## src/logic/board_power_defs.svh

```systemverilog
// Register layout, reset values and timing counts of the board power control.
// Assumes the including file is compiled as SystemVerilog.
`ifndef BOARD_POWER_DEFS_SVH
`define BOARD_POWER_DEFS_SVH
`define PWR_OFF_BIT 0
`define IRQ_CLR_BIT 1
`define CYCLED_BIT 2
`define DOWN_REQ_BIT 3
`define SOFT_RST_BIT 4
`define CTRL_W 5
`define CTRL_RESET 5'h00
`define BUTTON_FILTER 4'h3
`endif

```

## src/logic/board_power_pkg.sv

```systemverilog
// Types shared by the board power control files.
// Assumes board_power_defs.svh is on the include path.
package board_power_pkg;
  typedef enum logic [1:0] {PB_DEAD, PB_STANDBY, PB_ON} pb_state_t;
  typedef struct packed {
    logic cs;
    logic rd;
    logic wr;
    logic [4:0] wdata;
  } reg_req_t;
endpackage

```

## src/logic/button_edge.sv

```systemverilog
// Pushbutton press detector: a short filter that gives one press pulse.
// Assumes the button input is already synchronous to clk_sys.
`include "board_power_defs.svh"
module button_edge
  import board_power_pkg::*;
#(
  parameter int FILTER = `BUTTON_FILTER
)(
  input wire logic clk_sys,
  input wire logic rst,
  input wire logic button,
  output logic press
);
  logic [3:0] cnt_r, cnt_nxt;
  logic stable_r, stable_nxt;
  logic press_r, press_nxt;

  // The counter is four bits wide, so longer filters cannot be served
  if (FILTER < 1 || FILTER > 15)
  begin : g_bad_filter
    $error("FILTER out of range");
  end

  // Filter rejects contact bounce of FILTER cycles or shorter
  always_comb
  begin
    cnt_nxt = cnt_r;
    stable_nxt = stable_r;
    press_nxt = 1'b0;
    if (button == stable_r)
      cnt_nxt = 4'h0;
    else if (cnt_r == 4'(FILTER))
    begin
      cnt_nxt = 4'h0;
      stable_nxt = button;
      press_nxt = button;
    end
    else
      cnt_nxt = cnt_r + 4'h1;
  end

  always_ff @(posedge clk_sys)
  begin
    if (rst)
    begin
      cnt_r <= 4'h0;
      stable_r <= 1'b0;
      press_r <= 1'b0;
    end
    else
    begin
      cnt_r <= cnt_nxt;
      stable_r <= stable_nxt;
      press_r <= press_nxt;
    end
  end

  assign press = press_r;
endmodule

```

## src/logic/board_power_control.sv

```systemverilog
// Board power control register and front-panel pushbutton sequencer.
// Assumes a synchronous register port on clk_sys and synchronous pins.
`include "board_power_defs.svh"
module board_power_control
  import board_power_pkg::*;
#(
  parameter bit HAS_BUTTON = 1'b1,
  parameter bit HAS_SOFT_RESET = 1'b1,
  parameter int FILTER = `BUTTON_FILTER
)(
  input wire logic clk_sys,
  input wire logic rst,
  input wire reg_req_t req,
  output logic [4:0] rdata,
  output logic rvalid,
  input wire logic standby_ok,
  input wire logic main_ok,
  input wire logic seated,
  input wire logic button,
  output logic main_power_off,
  output logic power_event_irq,
  output logic board_reset
);
  logic [4:0] ctrl_r, ctrl_nxt;
  logic locked_r, locked_nxt;
  logic main_seen_r, main_seen_nxt;
  logic [4:0] rdata_r, rdata_nxt;
  logic rvalid_r, rvalid_nxt;
  pb_state_t st_r, st_nxt;
  logic press;
  logic access_ok;
  logic wr_hit;
  logic rd_hit;
  logic standby_press;

  // Field map and button filter counter are fixed at these sizes
  if (`CTRL_W != 5 || FILTER < 1 || FILTER > 15)
  begin : g_bad_params
    $error("board power control parameters out of range");
  end

  // One decode for both directions keeps the lockout consistent
  function automatic logic bus_hit(input reg_req_t q, input logic ok,
    input logic want_wr);
    begin
      return q.cs && ok && (want_wr ? q.wr : q.rd);
    end
  endfunction

  // Absent features read as zero, whatever the flops hold
  function automatic logic [4:0] read_view(input logic [4:0] r);
    logic [4:0] v;
    begin
      v = r;
      if (!HAS_BUTTON)
        v[`DOWN_REQ_BIT] = 1'b0;
      if (!HAS_SOFT_RESET)
        v[`SOFT_RST_BIT] = 1'b0;
      return v;
    end
  endfunction

  button_edge #(.FILTER(FILTER)) u_btn (
    .clk_sys(clk_sys),
    .rst(rst),
    .button(button),
    .press(press)
  );

  // Register port answers only with main power and not locked out
  assign access_ok = main_ok && !locked_r;

  // Select arrives decoded from I/O or memory space, the system's choice
  assign wr_hit = bus_hit(req, access_ok, 1'b1);
  assign rd_hit = bus_hit(req, access_ok, 1'b0);
  assign standby_press = press && st_r == PB_STANDBY && standby_ok &&
    !main_ok;

  // Pushbutton supply state tracks the two supply levels; a press in standby forces PB_ON
  always_comb
  begin
    if (!standby_ok)
      st_nxt = PB_DEAD;
    else if (!main_ok)
      st_nxt = PB_STANDBY;
    else
      st_nxt = PB_ON;
    if (standby_ok && !main_ok && press)
      st_nxt = PB_ON;
  end

  always_ff @(posedge clk_sys)
  begin
    if (rst)
      st_r <= PB_DEAD;
    else
      st_r <= st_nxt;
  end

  always_comb
  begin
    ctrl_nxt = ctrl_r;
    locked_nxt = locked_r;
    main_seen_nxt = main_ok;
    // Removal with an unseated board releases the lockout
    if (!seated)
      locked_nxt = 1'b0;
    if (wr_hit)
    begin
      ctrl_nxt[`PWR_OFF_BIT] = req.wdata[`PWR_OFF_BIT];
      ctrl_nxt[`IRQ_CLR_BIT] = req.wdata[`IRQ_CLR_BIT];
      ctrl_nxt[`SOFT_RST_BIT] = HAS_SOFT_RESET &&
        req.wdata[`SOFT_RST_BIT];
      if (req.wdata[`PWR_OFF_BIT])
        locked_nxt = 1'b1;
    end
    // Flags held clear while bit 1 is one; software must rewrite zero
    if (ctrl_nxt[`IRQ_CLR_BIT])
    begin
      ctrl_nxt[`CYCLED_BIT] = 1'b0;
      ctrl_nxt[`DOWN_REQ_BIT] = 1'b0;
    end
    else
    begin
      if (main_ok && !main_seen_r)
        ctrl_nxt[`CYCLED_BIT] = 1'b1;
      if (HAS_BUTTON && press && st_r == PB_ON && main_ok)
        ctrl_nxt[`DOWN_REQ_BIT] = 1'b1;
    end
    if (standby_press)
    begin
      ctrl_nxt[`PWR_OFF_BIT] = 1'b0;
      locked_nxt = 1'b0;
    end
  end

  always_ff @(posedge clk_sys)
  begin
    if (rst)
    begin
      ctrl_r <= `CTRL_RESET;
      locked_r <= 1'b0;
      // Taken as seen, so a reset with power up never fakes a power cycle
      main_seen_r <= 1'b1;
    end
    else
    begin
      ctrl_r <= ctrl_nxt;
      locked_r <= locked_nxt;
      main_seen_r <= main_seen_nxt;
    end
  end

  // Read port: rdata holds the last answer, rvalid pulses once
  always_comb
  begin
    rdata_nxt = rdata_r;
    rvalid_nxt = 1'b0;
    if (rd_hit)
    begin
      rvalid_nxt = 1'b1;
      rdata_nxt = read_view(ctrl_r);
    end
  end

  always_ff @(posedge clk_sys)
  begin
    if (rst)
    begin
      rdata_r <= 5'h00;
      rvalid_r <= 1'b0;
    end
    else
    begin
      rdata_r <= rdata_nxt;
      rvalid_r <= rvalid_nxt;
    end
  end

  assign rdata = rdata_r;
  assign rvalid = rvalid_r;
  assign main_power_off = ctrl_r[`PWR_OFF_BIT];
  assign board_reset = ctrl_r[`SOFT_RST_BIT];
  assign power_event_irq = !ctrl_r[`IRQ_CLR_BIT] &&
    (ctrl_r[`CYCLED_BIT] || ctrl_r[`DOWN_REQ_BIT]);

  a_read_lockout: assert property (@(posedge clk_sys) disable iff (rst)
    locked_r |=> !rvalid)
    else $error("read answered while locked");
  a_no_power_read: assert property (@(posedge clk_sys) disable iff (rst)
    (req.cs && req.rd && !main_ok) |=> !rvalid)
    else $error("read answered without main power");
  a_clear_flags: assert property (@(posedge clk_sys) disable iff (rst)
    (req.cs && req.wr && access_ok && req.wdata[1]) |=>
    !ctrl_r[2] && !ctrl_r[3] && !power_event_irq)
    else $error("clear left flags set");
  a_irq_level: assert property (@(posedge clk_sys) disable iff (rst)
    power_event_irq == (!ctrl_r[1] && (ctrl_r[2] || ctrl_r[3])))
    else $error("interrupt level wrong");
  a_reset_vals: assert property (@(posedge clk_sys)
    rst |=> ctrl_r == 5'h00 && !board_reset)
    else $error("reset values wrong");
  a_power_write: assert property (@(posedge clk_sys) disable iff (rst)
    (req.cs && req.wr && access_ok && !(st_r == PB_STANDBY && press)) |=>
    main_power_off == $past(req.wdata[0]))
    else $error("power bit not written");
  a_press_down_req: assert property (@(posedge clk_sys) disable iff (rst)
    (press && st_r == PB_ON && main_ok && !ctrl_nxt[1]) |=>
    ctrl_r[3] ##0 power_event_irq)
    else $error("press did not request power down");
  a_press_standby: assert property (@(posedge clk_sys) disable iff (rst)
    (press && st_r == PB_STANDBY && standby_ok && !main_ok) |=>
    !main_power_off && st_r == PB_ON)
    else $error("standby press did not enable power");
  a_dead_state: assert property (@(posedge clk_sys) disable iff (rst)
    !standby_ok |=> st_r == PB_DEAD)
    else $error("state left 0 without supplies");
  a_soft_reset: assert property (@(posedge clk_sys) disable iff (rst)
    (req.cs && req.wr && access_ok) |=>
    board_reset == (HAS_SOFT_RESET && $past(req.wdata[4])))
    else $error("soft reset bit wrong");

  c_read: cover property (@(posedge clk_sys) rvalid);
  c_lock: cover property (@(posedge clk_sys) !locked_r ##1 locked_r);
  c_irq: cover property (@(posedge clk_sys) power_event_irq);
  c_pwr_on: cover property (@(posedge clk_sys) st_r == PB_STANDBY
    ##1 st_r == PB_ON);
  c_down_req: cover property (@(posedge clk_sys) ctrl_r[3]);

  // Read answer carries the register as it stood when taken
  a_read_answer: assert property (@(posedge clk_sys) disable iff (rst)
    rd_hit |=> rvalid && rdata == read_view($past(ctrl_r)))
    else $error("read answer wrong");
  a_read_silent: assert property (@(posedge clk_sys) disable iff (rst)
    !rd_hit |=> !rvalid)
    else $error("read answer without request");
  // Lockout set by power-off write, kept until unseated or standby press
  a_lock_set: assert property (@(posedge clk_sys) disable iff (rst)
    (wr_hit && req.wdata[0]) |=> locked_r)
    else $error("power-off write did not lock");
  a_lock_hold: assert property (@(posedge clk_sys) disable iff (rst)
    (locked_r && seated && !standby_press) |=> locked_r)
    else $error("lockout dropped while seated");
  a_unseat_free: assert property (@(posedge clk_sys) disable iff (rst)
    (!seated && !wr_hit) |=> !locked_r)
    else $error("lockout kept after removal");
  a_refused_write: assert property (@(posedge clk_sys) disable iff (rst)
    (req.cs && req.wr && !access_ok && !standby_press) |=>
    ctrl_r[0] == $past(ctrl_r[0]) && ctrl_r[1] == $past(ctrl_r[1]) &&
    ctrl_r[4] == $past(ctrl_r[4]))
    else $error("refused write changed the register");
  a_clear_holds: assert property (@(posedge clk_sys) disable iff (rst)
    ctrl_r[1] |-> !ctrl_r[2] && !ctrl_r[3] && !power_event_irq)
    else $error("flags set while clear bit is one");
  // Flags are sticky until cleared, and set only by their own events
  a_cycled_set: assert property (@(posedge clk_sys) disable iff (rst)
    (main_ok && !main_seen_r && !ctrl_nxt[1]) |=> ctrl_r[2])
    else $error("power cycle not flagged");
  a_cycled_keep: assert property (@(posedge clk_sys) disable iff (rst)
    (ctrl_r[2] && !ctrl_nxt[1]) |=> ctrl_r[2])
    else $error("power cycle flag lost");
  a_down_keep: assert property (@(posedge clk_sys) disable iff (rst)
    (ctrl_r[3] && !ctrl_nxt[1]) |=> ctrl_r[3])
    else $error("power down request lost");
  a_down_cause: assert property (@(posedge clk_sys) disable iff (rst)
    (!ctrl_r[3] && !(press && main_ok)) |=> !ctrl_r[3])
    else $error("power down request without press");
  a_reset_flags: assert property (@(posedge clk_sys)
    rst |=> !ctrl_r[3] && !ctrl_r[1] && !rvalid)
    else $error("reset left flags or answer set");
endmodule

```

## config.mk

```make
export PLATFORM = sky130hd
export DESIGN_NAME = board_power_control
export DESIGN_NICKNAME = d
export VERILOG_FILES = /design/src/logic/board_power_pkg.sv /design/src/logic/button_edge.sv /design/src/logic/board_power_control.sv
export VERILOG_INCLUDE_DIRS = /design/src /design/src/logic
export SDC_FILE = /design/constraint.sdc
export NUM_CORES = 1
export LEC_CHECK = 0
export ABC_AREA = 1
export BUFFER_PORTS_ARGS = -buffer_cell sky130_fd_sc_hd__buf_2
export CAP_MARGIN = 5
export CORE_AREA = 2 2 43 45
export DETAILED_ROUTE_END_ITERATION = 8
export DIE_AREA = 0 0 45 47
export PLACE_DENSITY = 0.74
export SLEW_MARGIN = 20
export SYNTH_ARGS = -nofsm -noshare
export SYNTH_HDL_FRONTEND = slang
export SYNTH_SLANG_ARGS = --single-unit
```

## constraint.sdc

```tcl
create_clock -name clk_sys -period 2.3 [get_ports clk_sys]
set_input_delay 0.115 -clock clk_sys [delete_from_list [all_inputs] [get_ports clk_sys]]
set_output_delay 0.115 -clock clk_sys [all_outputs]
set_load 0.02 [all_outputs]
```

==> results_dict.tcl <==
set metrics [dict create \
    drt_iter0_drc 8 \
    yosysSeqAreaShare 0.541 \
    gr-total-overflow 0 \
    min_from "seated" \
    die_w_um 45 \
    cp.buffers_inverters 1 \
    via_per_inst 5.02 \
    yosysMostFrequentCell "dfxtp_1" \
    clk_pin_slew_ps 110 \
    cts_buffers 3 \
    synthCells 90 \
    synth_compound_area_frac 0.0757 \
    hold_depth 3 \
    cts.sinks 21 \
    yosys-top-cells-area "dfxtp_1, nor2_1, nand3_1" \
    avgSynthCellArea_um2 8.63 \
    crit_required_ps 2180 \
    synthFlopType "dfxtp_1" \
    routed_wl_um 1310 \
    power_density_nw_per_um2 645 \
    fillers 166 \
    place.detailed.hpwl_um 1070 \
    setup_viol_count_final 0 \
    p_leak_nw 0.402 \
    place_congestion 0.715 \
    path_cells "nor2_1 > nor2_1 > buf_2" \
    fmax_ghz 0.927 \
    yosysWarnings 0 \
    dieArea_um2 2120 \
    hold_violations 0 \
    drive_gt1_frac 0.248 \
    hold_end "locked_r" \
    rsz0062_at_grt "no" \
    insertion_delay_ps 290 \
    path_class "reg -> out" \
    diodes 0 \
    fin_skew_ps 2.46 \
    antenna_found_initial 0 \
    ys_async_sr_fraction 0 \
    slew_violations 0 \
    slew_headroom 0.856 \
    placed_area_um2 895 \
    grt_pass1_wl_um 1980 \
    clk_path_buf_depth 2 \
    drt-pass1-iter-count 4 \
    reg2reg_slack_ps 1310 \
    yosys.area_share.simple 0.300 \
    syn_area_um2 777 \
    fp-row-count 15 \
    slowest_stage "dfxtp_1" \
    fin_area_um2 921 \
    wl_per_cell_um 10.1 \
    io_buffers 20 \
    fin_nets 129 \
    ff2ff_path_depth 4 \
    area_growth_pct 18.5 \
    yosysTopAreaCell "dfxtp_1" \
    r2r-end "u_btn.cnt_r[0]" \
    yosysTopAreaCellShare 0.541 \
    grt_pass1_vias 513 \
    synth-seq-cells 21 \
    path_delay_family "flip-flops" \
    yosys-top-cells-count "dfxtp_1, nor2_1, nand2_1, nand3_1, a21oi_1" \
    worst-path-max-fanout 3 \
    grt_usage 0.131 \
    fin_crit_ps 1080 \
    hold_buffers 0 \
    hold_path.class "in -> reg" \
    crit-reg2reg-launch "u_btn.cnt_r[0]" \
    initial_core_util 0.470 \
    status "completed" \
    grt_max_degree 12 \
    final_antenna_net_count 0 \
    ir_drop_mv 0.334 \
    worst_pin_slew_ps 214 \
    cts-resized-gates 0 \
    startpoint_type "flip-flop" \
    post-cts-setup-buffers 0 \
    fp.dieH_um 47 \
    synth_xor_area_frac 0.0338 \
    drv_cap 0 \
    htree_num_levels 1 \
    crit_path_end_kind "output pin" \
    root_buffer "clkbuf_4" \
    syn_nets 105 \
    ys_types 17 \
    synth_mux_area_frac 0 \
    setup-tns-final_ps 0 \
    synthAdderAreaFrac 0.0161 \
    core_area_um2 1650 \
    pin_count 23 \
    fin_crit_sh 0.469 \
    max_stage_delay_ps 370 \
    vias 653 \
    cts_tree "built" \
    cpMostUsedCell "nor2_1" \
    drc 0 \
    synth_top_family_by_area "simple AND/OR/NAND/NOR gates" \
    cp.arrival_ps 960 \
    synth-edff-count 0 \
]
-- worst max-delay path by stage --
stage              startpoint         endpoint  slack [ps]  cells past startpoint
2_1_floorplan  u_btn.cnt_r[0]   u_btn.cnt_r[0]        1420                      4
3_3_place_gp   u_btn.cnt_r[0]   u_btn.cnt_r[0]        1360                      4
3_5_place_dp   u_btn.cnt_r[0]   u_btn.cnt_r[0]        1310                      4
4_1_cts             ctrl_r[3]  power_event_irq        1200                      3
5_1_grt             ctrl_r[3]  power_event_irq        1120                      3
6_report            ctrl_r[3]  power_event_irq        1220                      3
-- flip-flops by register name (all words and copies together) (netlist names) --
register / flops
st_r: 2
u_btn.cnt_r: 4
u_btn.press: 1
rvalid: 1
u_btn.stable_r: 1
ctrl_r: 5
main_seen_r: 1
locked_r: 1
rdata: 5
-- tightest hold or removal path, stage by stage --
cell	delay (ps)
buf_2	100
nand2_1	50
a21oi_1	50
-- cells by family (layout without fill, tap and decap cells) --
family,after synthesis,after routing
xor gates and xnor gates,3,3
AOI/OAI and AO/OA,11,11
buffers and inverters,7,30
DFF,21,21
and+or+nand+nor,47,47
adders and majority gates,1,1
-- placed cells by master, fill, tap and decap left out --
master	Yosys	routed
xnor2_1	1	1
clkbuf_4	0	3
ha_1	1	1
nand4_1	3	3
a211oi_1	1	1
dfxtp_1	21	21
clkbuf_1	1	1
nand3_2	2	2
a21oi_1	9	9
inv_1	6	6
nor2_1	15	15
nand2_1	13	13
nand2_2	2	2
buf_2	0	20
a31oi_1	1	1
nor2_8	1	1
nor4_1	1	1
nand3_1	10	10
xor2_1	2	2
-- per-layer routing --
metal | GRT usage | routed length, µm | vias up | part of all wire
met5 | 0 | 0 | - | 0
met3 | 0.0346 | 73 | 2 | 0.056
met4 | 0.0706 | 6 | 0 | 0.0046
met2 | 0.231 | 676 | 14 | 0.51
li1 | - | - | 348 | -
met1 | 0.145 | 556 | 289 | 0.42
-- layout make-up --
cell class                 instances  area, µm²  share of cell area
sequential                        21        420               0.457
multi-input combinational         62        330               0.359
timing repair buffer              20        100               0.109
clock buffer                       4       26.3              0.0285
inverter                           6       22.5              0.0245
tap                               17       21.3              0.0231
-- power by group --
group,switching (mW),total [mW],internal [mW]
registers,0.00503,0.377,0.372
logic,0.0307,0.0492,0.0185
clock network,0.100,0.168,0.0674
total,0.136,0.594,0.458
-- metrics by stage --
step	worst slack (ps)	hold WS [ps]	utilization	std cells	total power, mW
after CTS	1200	49.1	0.558	130	0.603
after global routing	1120	51.8	0.558	130	0.624
after detailed placement	1310	374	0.542	126	0.436
after floorplan	1420	191	-	90	0.413
after global placement	1360	372	0.542	126	0.433
final	1220	59.2	0.558	130	0.594
Power figures use the tool's default switching activity.
